==> src/verilog/rxem_pkg.sv <==
// Constants and types shared by the error monitor and its serial port
// Function
// Config bit 3 picks which event count reads
// Clock or lock loss advances recovery event count
// Config bit 2 clears recovery event count
// Config bit 1 clears data event count
// Config bit 0 enables both event counters
// Monitor bit 4 keeps count across runs
// Monitor bit 3 ignores code errors, lock too
// Monitor bit 2 clears run and window counts
// Monitor bit 1 picks run or window count
// Monitor bit 0 keeps receiving past threshold
// Count above threshold halts parallel data output
// Threshold high byte at 2F, resets zero
// Rate field bits 6:4, 111 when unlocked
// Event status reads selected event count
// Data error count reads at 3E and 3F
// Status bits: lock 3, signal detect 2,1
package rxem_pkg;

    ////////////////////////////////////////////////////////////////////////
    // Register offsets
    localparam logic [7:0] ADDR_EVT_CFG   = 8'h2b;
    localparam logic [7:0] ADDR_MON_CTL   = 8'h2d;
    localparam logic [7:0] ADDR_THR_LO    = 8'h2e;
    localparam logic [7:0] ADDR_THR_HI    = 8'h2f;
    localparam logic [7:0] ADDR_RATE      = 8'h3b;
    localparam logic [7:0] ADDR_LOCK_STAT = 8'h3c;
    localparam logic [7:0] ADDR_EVT_STAT  = 8'h3d;
    localparam logic [7:0] ADDR_ERR_LO    = 8'h3e;
    localparam logic [7:0] ADDR_ERR_HI    = 8'h3f;

    ////////////////////////////////////////////////////////////////////////
    // Field positions
    localparam int EVT_SEL_BIT      = 3;
    localparam int EVT_CDR_RST_BIT  = 2;
    localparam int EVT_LINK_RST_BIT = 1;
    localparam int EVT_EN_BIT       = 0;
    localparam int MON_ACCUM_BIT    = 4;
    localparam int MON_CODE_DIS_BIT = 3;
    localparam int MON_CLEAR_BIT    = 2;
    localparam int MON_WIN_SEL_BIT  = 1;
    localparam int MON_NORM_DIS_BIT = 0;
    localparam int STAT_LOCK_BIT    = 3;
    localparam int STAT_SD1_BIT     = 2;
    localparam int STAT_SD0_BIT     = 1;
    localparam int RATE_LSB         = 4;

    ////////////////////////////////////////////////////////////////////////
    // Reset values, writable masks and rate codes
    localparam logic [7:0] EVT_CFG_RST   = 8'h00;
    localparam logic [7:0] MON_CTL_RST   = 8'h00;
    localparam logic [7:0] THR_LO_RST    = 8'h10;
    localparam logic [7:0] THR_HI_RST    = 8'h00;
    localparam logic [7:0] EVT_CFG_MASK  = 8'h0f;
    localparam logic [7:0] MON_CTL_MASK  = 8'h1f;
    localparam logic [2:0] RATE_270M     = 3'h1;
    localparam logic [2:0] RATE_1G485    = 3'h3;
    localparam logic [2:0] RATE_2G97     = 3'h6;
    localparam logic [2:0] RATE_UNLOCKED = 3'h7;

    // Serial management port device address
    localparam logic [6:0] SMB_DEV_ADDR  = 7'h2c;

    ////////////////////////////////////////////////////////////////////////
    // Timing: recovered clock counts as lost after this long without an edge
    localparam int SYS_CLK_PERIOD_NS = 25;
    localparam int CLK_LOSS_NS       = 1000;
    localparam logic [7:0] CLK_LOSS_CYC = 8'((CLK_LOSS_NS
        + SYS_CLK_PERIOD_NS - 1) / SYS_CLK_PERIOD_NS);

    ////////////////////////////////////////////////////////////////////////
    // Serial port states
    typedef enum logic [2:0] {
        SMB_IDLE,
        SMB_RX,
        SMB_ACK,
        SMB_TX,
        SMB_TXACK
    } rxem_smb_state_t;

    typedef enum logic [1:0] {
        KIND_ADDR,
        KIND_PTR,
        KIND_DATA
    } rxem_kind_t;

endpackage : rxem_pkg

==> src/verilog/rxem_smb_slave.sv <==
// Management serial port slave: byte pointer, auto-increment, read and write
`timescale 1ns/1ps
module rxem_smb_slave (
    input  wire logic       clk_sys_in,
    input  wire logic       rstn_in,
    input  wire logic       smb_scl_in,
    input  wire logic       smb_sda_in,
    output logic            smb_sda_out,
    output logic            smb_sda_oe_out,
    output logic            wr_stb_out,
    output logic [7:0]      wr_addr_out,
    output logic [7:0]      wr_data_out,
    output logic [7:0]      rd_addr_out,
    input  wire logic [7:0] rd_data_in
);

    typedef struct packed {
        logic                     scl_s1;
        logic                     scl_s2;
        logic                     scl_s3;
        logic                     sda_s1;
        logic                     sda_s2;
        logic                     sda_s3;
        rxem_pkg::rxem_smb_state_t state;
        rxem_pkg::rxem_kind_t     kind;
        logic [2:0]               cnt;
        logic                     done;
        logic                     rw;
        logic                     acked;
        logic [7:0]               sh;
        logic [7:0]               ptr;
        logic                     oe;
        logic                     wr_stb;
        logic [7:0]               wr_addr;
        logic [7:0]               wr_data;
    } rxem_smb_t;

    rxem_smb_t q;
    rxem_smb_t d;
    logic      rise;
    logic      fall;
    logic      start;
    logic      stop;

    ////////////////////////////////////////////////////////////////////////
    always_comb begin
        d        = q;
        d.scl_s1 = smb_scl_in;
        d.scl_s2 = q.scl_s1;
        d.scl_s3 = q.scl_s2;
        d.sda_s1 = smb_sda_in;
        d.sda_s2 = q.sda_s1;
        d.sda_s3 = q.sda_s2;
        d.wr_stb = 1'b0;
        rise     = q.scl_s2 & ~q.scl_s3;
        fall     = ~q.scl_s2 & q.scl_s3;
        start    = q.scl_s2 & q.scl_s3 & q.sda_s3 & ~q.sda_s2;
        stop     = q.scl_s2 & q.scl_s3 & ~q.sda_s3 & q.sda_s2;
        unique case (q.state)
            rxem_pkg::SMB_IDLE: ;
            rxem_pkg::SMB_RX: begin
                if (rise) begin
                    d.sh  = {q.sh[6:0], q.sda_s2};
                    d.cnt = q.cnt + 3'h1;
                    d.done = (q.cnt == 3'h7);
                end else if (fall && q.done) begin
                    d.done  = 1'b0;
                    d.state = rxem_pkg::SMB_ACK;
                    d.oe    = 1'b1;
                    unique case (q.kind)
                        rxem_pkg::KIND_ADDR: begin
                            d.rw = q.sh[0];
                            if (q.sh[7:1] != rxem_pkg::SMB_DEV_ADDR) begin
                                d.state = rxem_pkg::SMB_IDLE;
                                d.oe    = 1'b0;
                            end
                        end
                        rxem_pkg::KIND_PTR: d.ptr = q.sh;
                        default: begin
                            d.wr_stb  = 1'b1;
                            d.wr_addr = q.ptr;
                            d.wr_data = q.sh;
                            d.ptr     = q.ptr + 8'h01;
                        end
                    endcase
                end
            end
            rxem_pkg::SMB_ACK: begin
                if (fall) begin
                    d.cnt = 3'h0;
                    if (q.rw) begin
                        d.state = rxem_pkg::SMB_TX;
                        d.sh    = rd_data_in;
                        d.oe    = ~rd_data_in[7];
                    end else begin
                        d.state = rxem_pkg::SMB_RX;
                        d.oe    = 1'b0;
                        d.kind  = (q.kind == rxem_pkg::KIND_ADDR)
                                ? rxem_pkg::KIND_PTR : rxem_pkg::KIND_DATA;
                    end
                end
            end
            rxem_pkg::SMB_TX: begin
                if (rise) begin
                    d.cnt  = q.cnt + 3'h1;
                    d.done = (q.cnt == 3'h7);
                end else if (fall) begin
                    if (q.done) begin
                        d.done  = 1'b0;
                        d.oe    = 1'b0;
                        d.state = rxem_pkg::SMB_TXACK;
                        d.ptr   = q.ptr + 8'h01;
                    end else begin
                        d.sh = {q.sh[6:0], 1'b0};
                        d.oe = ~q.sh[6];
                    end
                end
            end
            rxem_pkg::SMB_TXACK: begin
                if (rise) begin
                    d.acked = ~q.sda_s2;
                end else if (fall) begin
                    d.cnt   = 3'h0;
                    d.state = q.acked ? rxem_pkg::SMB_TX : rxem_pkg::SMB_IDLE;
                    d.sh    = rd_data_in;
                    d.oe    = q.acked & ~rd_data_in[7];
                end
            end
        endcase
        if (start) begin
            d.state = rxem_pkg::SMB_RX;
            d.kind  = rxem_pkg::KIND_ADDR;
            d.cnt   = 3'h0;
            d.done  = 1'b0;
            d.oe    = 1'b0;
        end else if (stop) begin
            d.state = rxem_pkg::SMB_IDLE;
            d.oe    = 1'b0;
        end
    end

    always_ff @(posedge clk_sys_in) begin
        if (!rstn_in) begin
            q       <= '0;
            q.scl_s1 <= 1'b1;
            q.scl_s2 <= 1'b1;
            q.scl_s3 <= 1'b1;
            q.sda_s1 <= 1'b1;
            q.sda_s2 <= 1'b1;
            q.sda_s3 <= 1'b1;
            q.state <= rxem_pkg::SMB_IDLE;
            q.kind  <= rxem_pkg::KIND_ADDR;
        end else begin
            q <= d;
        end
    end

    assign smb_sda_out    = 1'b0;
    assign smb_sda_oe_out = q.oe;
    assign wr_stb_out     = q.wr_stb;
    assign wr_addr_out    = q.wr_addr;
    assign wr_data_out    = q.wr_data;
    assign rd_addr_out    = q.ptr;

endmodule : rxem_smb_slave

==> src/verilog/rxem_monitor.sv <==
// Receive error monitor, event counters and status registers
`timescale 1ns/1ps
module rxem_monitor (
    input  wire logic       clk_sys_in,
    input  wire logic       rstn_in,
    input  wire logic       smb_scl_in,
    input  wire logic       smb_sda_in,
    output logic            smb_sda_out,
    output logic            smb_sda_oe_out,
    input  wire logic       recovered_output_clock_in,
    input  wire logic       recovery_locked_flag_in,
    input  wire logic [2:0] rate_code_in,
    input  wire logic [1:0] sig_detect_in,
    input  wire logic       data_err_in,
    input  wire logic       code_err_in,
    input  wire logic       window_tick_in,
    input  wire logic [4:0] rx_data_in,
    input  wire logic       rx_valid_in,
    output logic [4:0]      parallel_data_outputs_out,
    output logic            parallel_valid_out,
    output logic            lock_ind_out,
    output logic            rx_halted_out
);

    typedef struct packed {
        logic       rck_s1;
        logic       rck_s2;
        logic       rck_s3;
        logic       lock_s1;
        logic       lock_s2;
        logic       lock_s3;
        logic [1:0] sd_s1;
        logic [1:0] sd_s2;
        logic [2:0] rate_s1;
        logic [2:0] rate_s2;

        logic [7:0] idle_cnt;
        logic       clk_lost;

        logic [7:0] evt_cfg;
        logic [7:0] mon_ctl;
        logic [7:0] thr_lo;
        logic [7:0] thr_hi;
        logic [2:0] rate;

        logic [7:0] cdr_evt;
        logic [7:0] link_evt;
        logic [15:0] run_cnt;
        logic [15:0] win_acc;
        logic [15:0] win_prev;

        logic       halt;
        logic [4:0] par;
        logic       valid;
        logic       lock_ind;
    } rxem_mon_t;

    rxem_mon_t   q;
    rxem_mon_t   d;

    // Serial port register bus
    logic        wr_stb;
    logic [7:0]  wr_addr;
    logic [7:0]  wr_data;
    logic [7:0]  rd_addr;
    logic [7:0]  rd_data;

    // Combinational helpers
    logic        rck_edge;
    logic        clk_loss_evt;
    logic        lock_fall;
    logic        lock_rise;
    logic        counted;
    logic        new_run;
    logic [15:0] run_base;
    logic [15:0] disp_cnt;

    function automatic logic [7:0] inc8(input logic [7:0] v);
        inc8 = (v == 8'hff) ? v : v + 8'h01;
    endfunction : inc8

    function automatic logic [15:0] inc16(input logic [15:0] v);
        inc16 = (v == 16'hffff) ? v : v + 16'h0001;
    endfunction : inc16

    ////////////////////////////////////////////////////////////////////////
    // Management serial port
    rxem_smb_slave u_smb (
        .clk_sys_in     (clk_sys_in),
        .rstn_in        (rstn_in),
        .smb_scl_in     (smb_scl_in),
        .smb_sda_in     (smb_sda_in),
        .smb_sda_out    (smb_sda_out),
        .smb_sda_oe_out (smb_sda_oe_out),
        .wr_stb_out     (wr_stb),
        .wr_addr_out    (wr_addr),
        .wr_data_out    (wr_data),
        .rd_addr_out    (rd_addr),
        .rd_data_in     (rd_data)
    );

    ////////////////////////////////////////////////////////////////////////
    // Register read decode; unmapped and reserved bits read zero
    always_comb begin
        disp_cnt = q.mon_ctl[rxem_pkg::MON_WIN_SEL_BIT]
                 ? q.win_prev : q.run_cnt;
        rd_data = 8'h00;
        unique case (rd_addr)
            rxem_pkg::ADDR_EVT_CFG: rd_data = q.evt_cfg;
            rxem_pkg::ADDR_MON_CTL: rd_data = q.mon_ctl;
            rxem_pkg::ADDR_THR_LO:  rd_data = q.thr_lo;
            rxem_pkg::ADDR_THR_HI:  rd_data = q.thr_hi;
            rxem_pkg::ADDR_RATE:
                rd_data[rxem_pkg::RATE_LSB +: 3] = q.rate;
            rxem_pkg::ADDR_LOCK_STAT: begin
                rd_data[rxem_pkg::STAT_LOCK_BIT] = q.lock_s2;
                rd_data[rxem_pkg::STAT_SD1_BIT]  = q.sd_s2[1];
                rd_data[rxem_pkg::STAT_SD0_BIT]  = q.sd_s2[0];
            end
            rxem_pkg::ADDR_EVT_STAT:
                rd_data = q.evt_cfg[rxem_pkg::EVT_SEL_BIT]
                        ? q.link_evt : q.cdr_evt;
            rxem_pkg::ADDR_ERR_LO:  rd_data = disp_cnt[7:0];
            rxem_pkg::ADDR_ERR_HI:  rd_data = disp_cnt[15:8];
            default:                rd_data = 8'h00;
        endcase
    end

    ////////////////////////////////////////////////////////////////////////
    always_comb begin
        d         = q;
        d.rck_s1  = recovered_output_clock_in;
        d.rck_s2  = q.rck_s1;
        d.rck_s3  = q.rck_s2;
        d.lock_s1 = recovery_locked_flag_in;
        d.lock_s2 = q.lock_s1;
        d.lock_s3 = q.lock_s2;
        d.sd_s1   = sig_detect_in;
        d.sd_s2   = q.sd_s1;
        d.rate_s1 = rate_code_in;
        d.rate_s2 = q.rate_s1;
        d.rate    = q.lock_s2 ? q.rate_s2 : rxem_pkg::RATE_UNLOCKED;

        // Recovered clock watchdog: one event per loss
        rck_edge     = q.rck_s2 ^ q.rck_s3;
        clk_loss_evt = 1'b0;
        if (rck_edge) begin
            d.idle_cnt = 8'h00;
            d.clk_lost = 1'b0;
        end else if (!q.clk_lost) begin
            if (q.idle_cnt == rxem_pkg::CLK_LOSS_CYC - 8'h01) begin
                d.clk_lost   = 1'b1;
                clk_loss_evt = 1'b1;
            end else begin
                d.idle_cnt = q.idle_cnt + 8'h01;
            end
        end

        // Lock edges
        lock_fall = q.lock_s3 & ~q.lock_s2;
        lock_rise = ~q.lock_s3 & q.lock_s2;

        // Recovery events
        if (q.evt_cfg[rxem_pkg::EVT_EN_BIT]
            && (lock_fall || clk_loss_evt)) begin
            d.cdr_evt = inc8(q.cdr_evt);
        end

        // Error counts; a new lock starts a new run unless accumulating
        counted = data_err_in
                | (code_err_in & ~q.mon_ctl[rxem_pkg::MON_CODE_DIS_BIT]);
        new_run  = lock_rise & ~q.mon_ctl[rxem_pkg::MON_ACCUM_BIT];
        run_base = new_run ? 16'h0000 : q.run_cnt;
        d.run_cnt = counted ? inc16(run_base) : run_base;

        // Timing window counts
        if (window_tick_in) begin
            d.win_prev = q.win_acc;
            d.win_acc  = counted ? 16'h0001 : 16'h0000;
        end else if (counted) begin
            d.win_acc = inc16(q.win_acc);
        end

        // Halt once the run count passes the threshold
        if (new_run) begin
            d.halt = 1'b0;
        end

        if (q.run_cnt > {q.thr_hi, q.thr_lo} && !q.halt
            && !q.mon_ctl[rxem_pkg::MON_NORM_DIS_BIT]) begin
            d.halt = 1'b1;
            if (q.evt_cfg[rxem_pkg::EVT_EN_BIT]) begin
                d.link_evt = inc8(q.link_evt);
            end
        end

        if (q.mon_ctl[rxem_pkg::MON_NORM_DIS_BIT]) begin
            d.halt = 1'b0;
        end

        // Clears are levels and win over counting
        if (q.mon_ctl[rxem_pkg::MON_CLEAR_BIT]) begin
            d.run_cnt  = 16'h0000;
            d.win_acc  = 16'h0000;
            d.win_prev = 16'h0000;
            d.halt     = 1'b0;
        end

        if (q.evt_cfg[rxem_pkg::EVT_CDR_RST_BIT]) begin
            d.cdr_evt = 8'h00;
        end
        if (q.evt_cfg[rxem_pkg::EVT_LINK_RST_BIT]) begin
            d.link_evt = 8'h00;
        end

        // Output stage: data stops while halted
        d.par      = q.halt ? 5'h00 : rx_data_in;
        d.valid    = ~q.halt & rx_valid_in & q.lock_s2;
        d.lock_ind = q.lock_s2 & ~q.halt
                   & ~(code_err_in
                       & ~q.mon_ctl[rxem_pkg::MON_CODE_DIS_BIT]);

        // Register writes; counter and status offsets ignore writes
        if (wr_stb) begin
            unique case (wr_addr)
                rxem_pkg::ADDR_EVT_CFG:
                    d.evt_cfg = wr_data & rxem_pkg::EVT_CFG_MASK;
                rxem_pkg::ADDR_MON_CTL:
                    d.mon_ctl = wr_data & rxem_pkg::MON_CTL_MASK;
                rxem_pkg::ADDR_THR_LO: d.thr_lo = wr_data;
                rxem_pkg::ADDR_THR_HI: d.thr_hi = wr_data;
                default: ;
            endcase
        end
    end

    always_ff @(posedge clk_sys_in) begin
        if (!rstn_in) begin
            q         <= '0;
            q.evt_cfg <= rxem_pkg::EVT_CFG_RST;
            q.mon_ctl <= rxem_pkg::MON_CTL_RST;
            q.thr_lo  <= rxem_pkg::THR_LO_RST;
            q.thr_hi  <= rxem_pkg::THR_HI_RST;
            q.rate    <= rxem_pkg::RATE_UNLOCKED;
        end else begin
            q <= d;
        end
    end

    // Registered outputs
    assign parallel_data_outputs_out = q.par;
    assign parallel_valid_out        = q.valid;
    assign lock_ind_out              = q.lock_ind;
    assign rx_halted_out             = q.halt;
endmodule : rxem_monitor

==> config.mk <==
export PLATFORM = sky130hd
export DESIGN_NAME = rxem_monitor
export DESIGN_NICKNAME = d
export VERILOG_FILES = /design/src/verilog/rxem_pkg.sv /design/src/verilog/rxem_smb_slave.sv /design/src/verilog/rxem_monitor.sv
export SDC_FILE = /design/constraint.sdc
export NUM_CORES = 1
export LEC_CHECK = 0
export ABC_AREA = 1
export ABC_CLOCK_PERIOD_IN_PS = 3300
export BUFFER_PORTS_ARGS = -buffer_cell sky130_fd_sc_hd__buf_2
export CORE_UTILIZATION = 60
export DETAILED_ROUTE_END_ITERATION = 12
export GPL_TIMING_DRIVEN = 0
export HOLD_SLACK_MARGIN = 0.02
export PLACE_DENSITY = 0.84
export SYNTH_ARGS = -nofsm -noshare
export SYNTH_HDL_FRONTEND = slang
export SYNTH_HIERARCHICAL = 1
export SYNTH_SLANG_ARGS = --single-unit
export TNS_END_PERCENT = 10
==> constraint.sdc <==
create_clock -name clk_sys_in -period 3.3 [get_ports clk_sys_in]
set_input_delay 0.33 -clock clk_sys_in [delete_from_list [all_inputs] [get_ports clk_sys_in]]
set_output_delay 0.33 -clock clk_sys_in [all_outputs]
set_load 0.03 [all_outputs]
==> flow_summary.ini <==
[sta]
slew_headroom_pct = 51.0
finalSetupTns_ps = 0
hold_viol = 0
setup_viol = 0
holdWs_ps = 65.9
period_share_pct = 82.1
grt_setup_unrepaired = no
fin_ws_ps = 592
min_period_ps = 2710
maxSlewViolCount = 0
max_slew.worst_pin.slew_ps = 730
fin_skew_ps = 14.3
max_freq_mhz = 369

[setup_path]
rr_startpoint = d[126]$_SDFF_PN0_
worstSetupStartpoint = d[126]$_SDFF_PN0_
path_common_cell = nand2_1
slowest_stage = dfxtp_1
critPathMaxFanout = 10
r2r-end = q[41]$_SDFF_PP0_
reg2reg_slack_ps = 590
end_kind = flop
worstRegToRegCells = 15
cpPeakStageDelay_ps = 360
path_class = reg2reg
worstPathArrival_ps = 3070
worst_setup_path_start_kind = flop
crit_end = q[41]$_SDFF_PP0_
path_cells = nand3_2 > buf_6 > buf_2 > buf_2 > nand2_1 > inv_1 > ha_1 > nand2_1 > nor2_1 > nand2_1 > nor2_2 > nand3_2 > nand2_1 > o21ai_0 > a21oi_1
crit_required_ps = 3660

[routing]
totalWireLength_um = 23300
drtPass1Iterations = 5
met2_length_um = 10700
drtIter0Drc = 673
remaining_drc_errors = 0
post_drt_wl_per_cell_um = 14.2
via_count = 9006
wl_met3_um = 1520
postRouteAntennaNets = 0
m1WireLength_um = 10400
viasPerCell = 5.50
top_layer_used = met4

[clock_network]
clk_pin_slew_worst_paths_ps = 70
clock_latency_ps = 440
cts_tree = yes
cts_buffer_depth = 2
cts_sinks = 176
h-tree-depth = 4
cts-root-buf = clkbuf_16
cts_resized = 0
cts_hold_buf = 0
numCtsBuffers = 17
postCtsSetupRepairBufs = 0

[power]
power_density_nw_per_um2 = 431
ir_drop_mv = 0.363
p_leak_nw = 4.62
power.total_w = 0.00450

[placed_design]
dp_hpwl_um = 17200
placed_cells = 1605
dp_slack_ps = 673
gp_congestion = 0.959
port_buffers = 26

[hold_path]
holdCritPathClass = in2reg

[grt]
grt-ovfl-total = 0
antenna_found_initial = 0
grt_max_degree = 19
grt_pass1_vias = 8273
grt_pass1_wl_um = 38800
grtUsageTotal_pct = 29.8

[synth]
synthXorXnorAreaFrac_pct = 1.48
synth_area_leader_cell = dfxtp_1
async_flop_share_pct = 0
synth_cell_types = 52
synth_cells = 1368
synth-seq-area-share_pct = 37.2
yosys.area_share.simple_pct = 29.2
synthTopCellsByArea = dfxtp_1 37%, nand2_1 11%, inv_1 7.1%
syn_nets = 1415
avgSynthCellArea_sq_um = 6.91
yosysTopAreaCellShare_pct = 37.2
synth_compound_area_share_pct = 15.8
synth.cell_area_sq_um = 9460
synthAdderAreaFrac_pct = 3.57
synth_ff_type = dfxtp_1
synth_edf_count = 0
ys_ff_latch = 176
synth_top_family_by_area = simple AND/OR/NAND/NOR gates
muxShareOfSynthArea_pct = 0.212
yosys_warnings = 6

[outcome]
outcome = completed

[cells_and_area]
final_cell_mix = 287 x nand2_1, 180 x inv_1, 176 x dfxtp_1
syn_to_final_growth_pct = 10.5
final_common_cell = nand2_1
final_nets = 1460
drive_above_1_share_pct = 11.9
diodes = 0
layout.cells.non_filler = 1637

[die]
die-width_um = 128
io_pins = 30
fp.coreArea_sq_um = 15300
die_area_sq_um = 16300
fp.dieH_um = 128
start_util_pct = 61.8
rows = 45

[flow_run]
maxCapViolations = 0
==> cell families after synthesis <==
kind of cell / after synthesis
simple gates: 606
compound gates: 279
buf+inv: 261
flops: 176
fa+ha+maj: 27
xor+xnor: 16
mux: 2
other cells: 1
==> power breakdown <==
group | switching [W] | internal [W]
combinational | 0.000171 | 0.0000849
clock | 0.000964 | 0.00108
sequential | 0.0000296 | 0.00217
total | 0.00116 | 0.00333
==> worst min path at each step <==
| stage | endpoint | slack [ps] | from | depth (start not counted) |
|---|---|---|---|---|
| final | d[117]$_SDFF_PN0_ | 70 | rate_code_in[1] | 3 |
| after global routing | u_smb/d[49]$_SDFF_PN1_ | 60 | smb_scl_in | 2 |
| after CTS | d[117]$_SDFF_PN0_ | 60 | rate_code_in[1] | 3 |
| after detailed placement | q[72]$_SDFF_PN1_ | 400 | q[116]$_SDFF_PN0_ | 1 |
| after global placement | q[122]$_SDFF_PN0_ | 390 | d[122]$_SDFF_PN0_ | 2 |
| after floorplan | d[126]$_SDFF_PN0_ | 390 | d[127]$_SDFF_PN0_ | 2 |
==> worst max-delay path, delay by kind of cell (launching register included) <==
kind	cells	cell delay [ps]
AOI/OAI and AO/OA	2	260
adders and majority gates	1	180
buffers and inverters	4	670
DFF	1	360
and+or+nand+nor	8	1150
==> layout make-up <==
cell class	instances	area, sq um
fill	1324	4870
multi-input combinational	931	4760
sequential	176	3520
inverter	192	728
buffer	69	449
clock buffer	18	429
tap	211	264
clock inverter	14	166
timing repair buffer	26	130
==> cell usage after synthesis, types with 3 or more instances <==
cell,count
nor3_1,19
nor3_4,4
nor2_2,5
or2_2,8
a211oi_1,5
ha_1,27
nand2_2,10
clkinv_1,4
o211ai_1,6
o21ai_0,109
nor2_1,141
a21oi_2,3
a21oi_1,122
o22ai_1,6
o21ai_1,8
a31oi_1,6
nand3_1,76
nand3_2,5
buf_4,34
nand2_1,287
nand4_1,30
xnor2_1,3
buf_6,7
nor2_4,6
inv_2,6
o21ai_2,3
dfxtp_1,176
xor2_1,13
nand2_4,6
buf_2,7
inv_1,180
clkbuf_1,20
==> through the flow <==
step / area, sq um / util (%)
4_1_cts: 10400 / 68.2
5_1_grt: 10400 / 68.2
3_5_place_dp: 9850 / 64.3
2_1_floorplan: 9460 / -
6_report: 10400 / 68.2
3_3_place_gp: 9850 / 64.3
==> per-layer routing <==
layer	up-vias	track usage, %
met3	59	6.03
met1	4115	38.1
li1	4511	-
met2	321	49.0
met5	-	0
met4	0	12.3
==> state kept, by name, summed over array words and instances (netlist names), 4 cells and up <==
name	flops
u_smb/wr_addr_out	8
q	108
u_smb/q	21
u_smb/wr_data_out	8
u_smb/rd_addr_out	8
u_smb/d	4
parallel_data_outputs_out	5
d	9
Power figures use the tool's default switching activity.
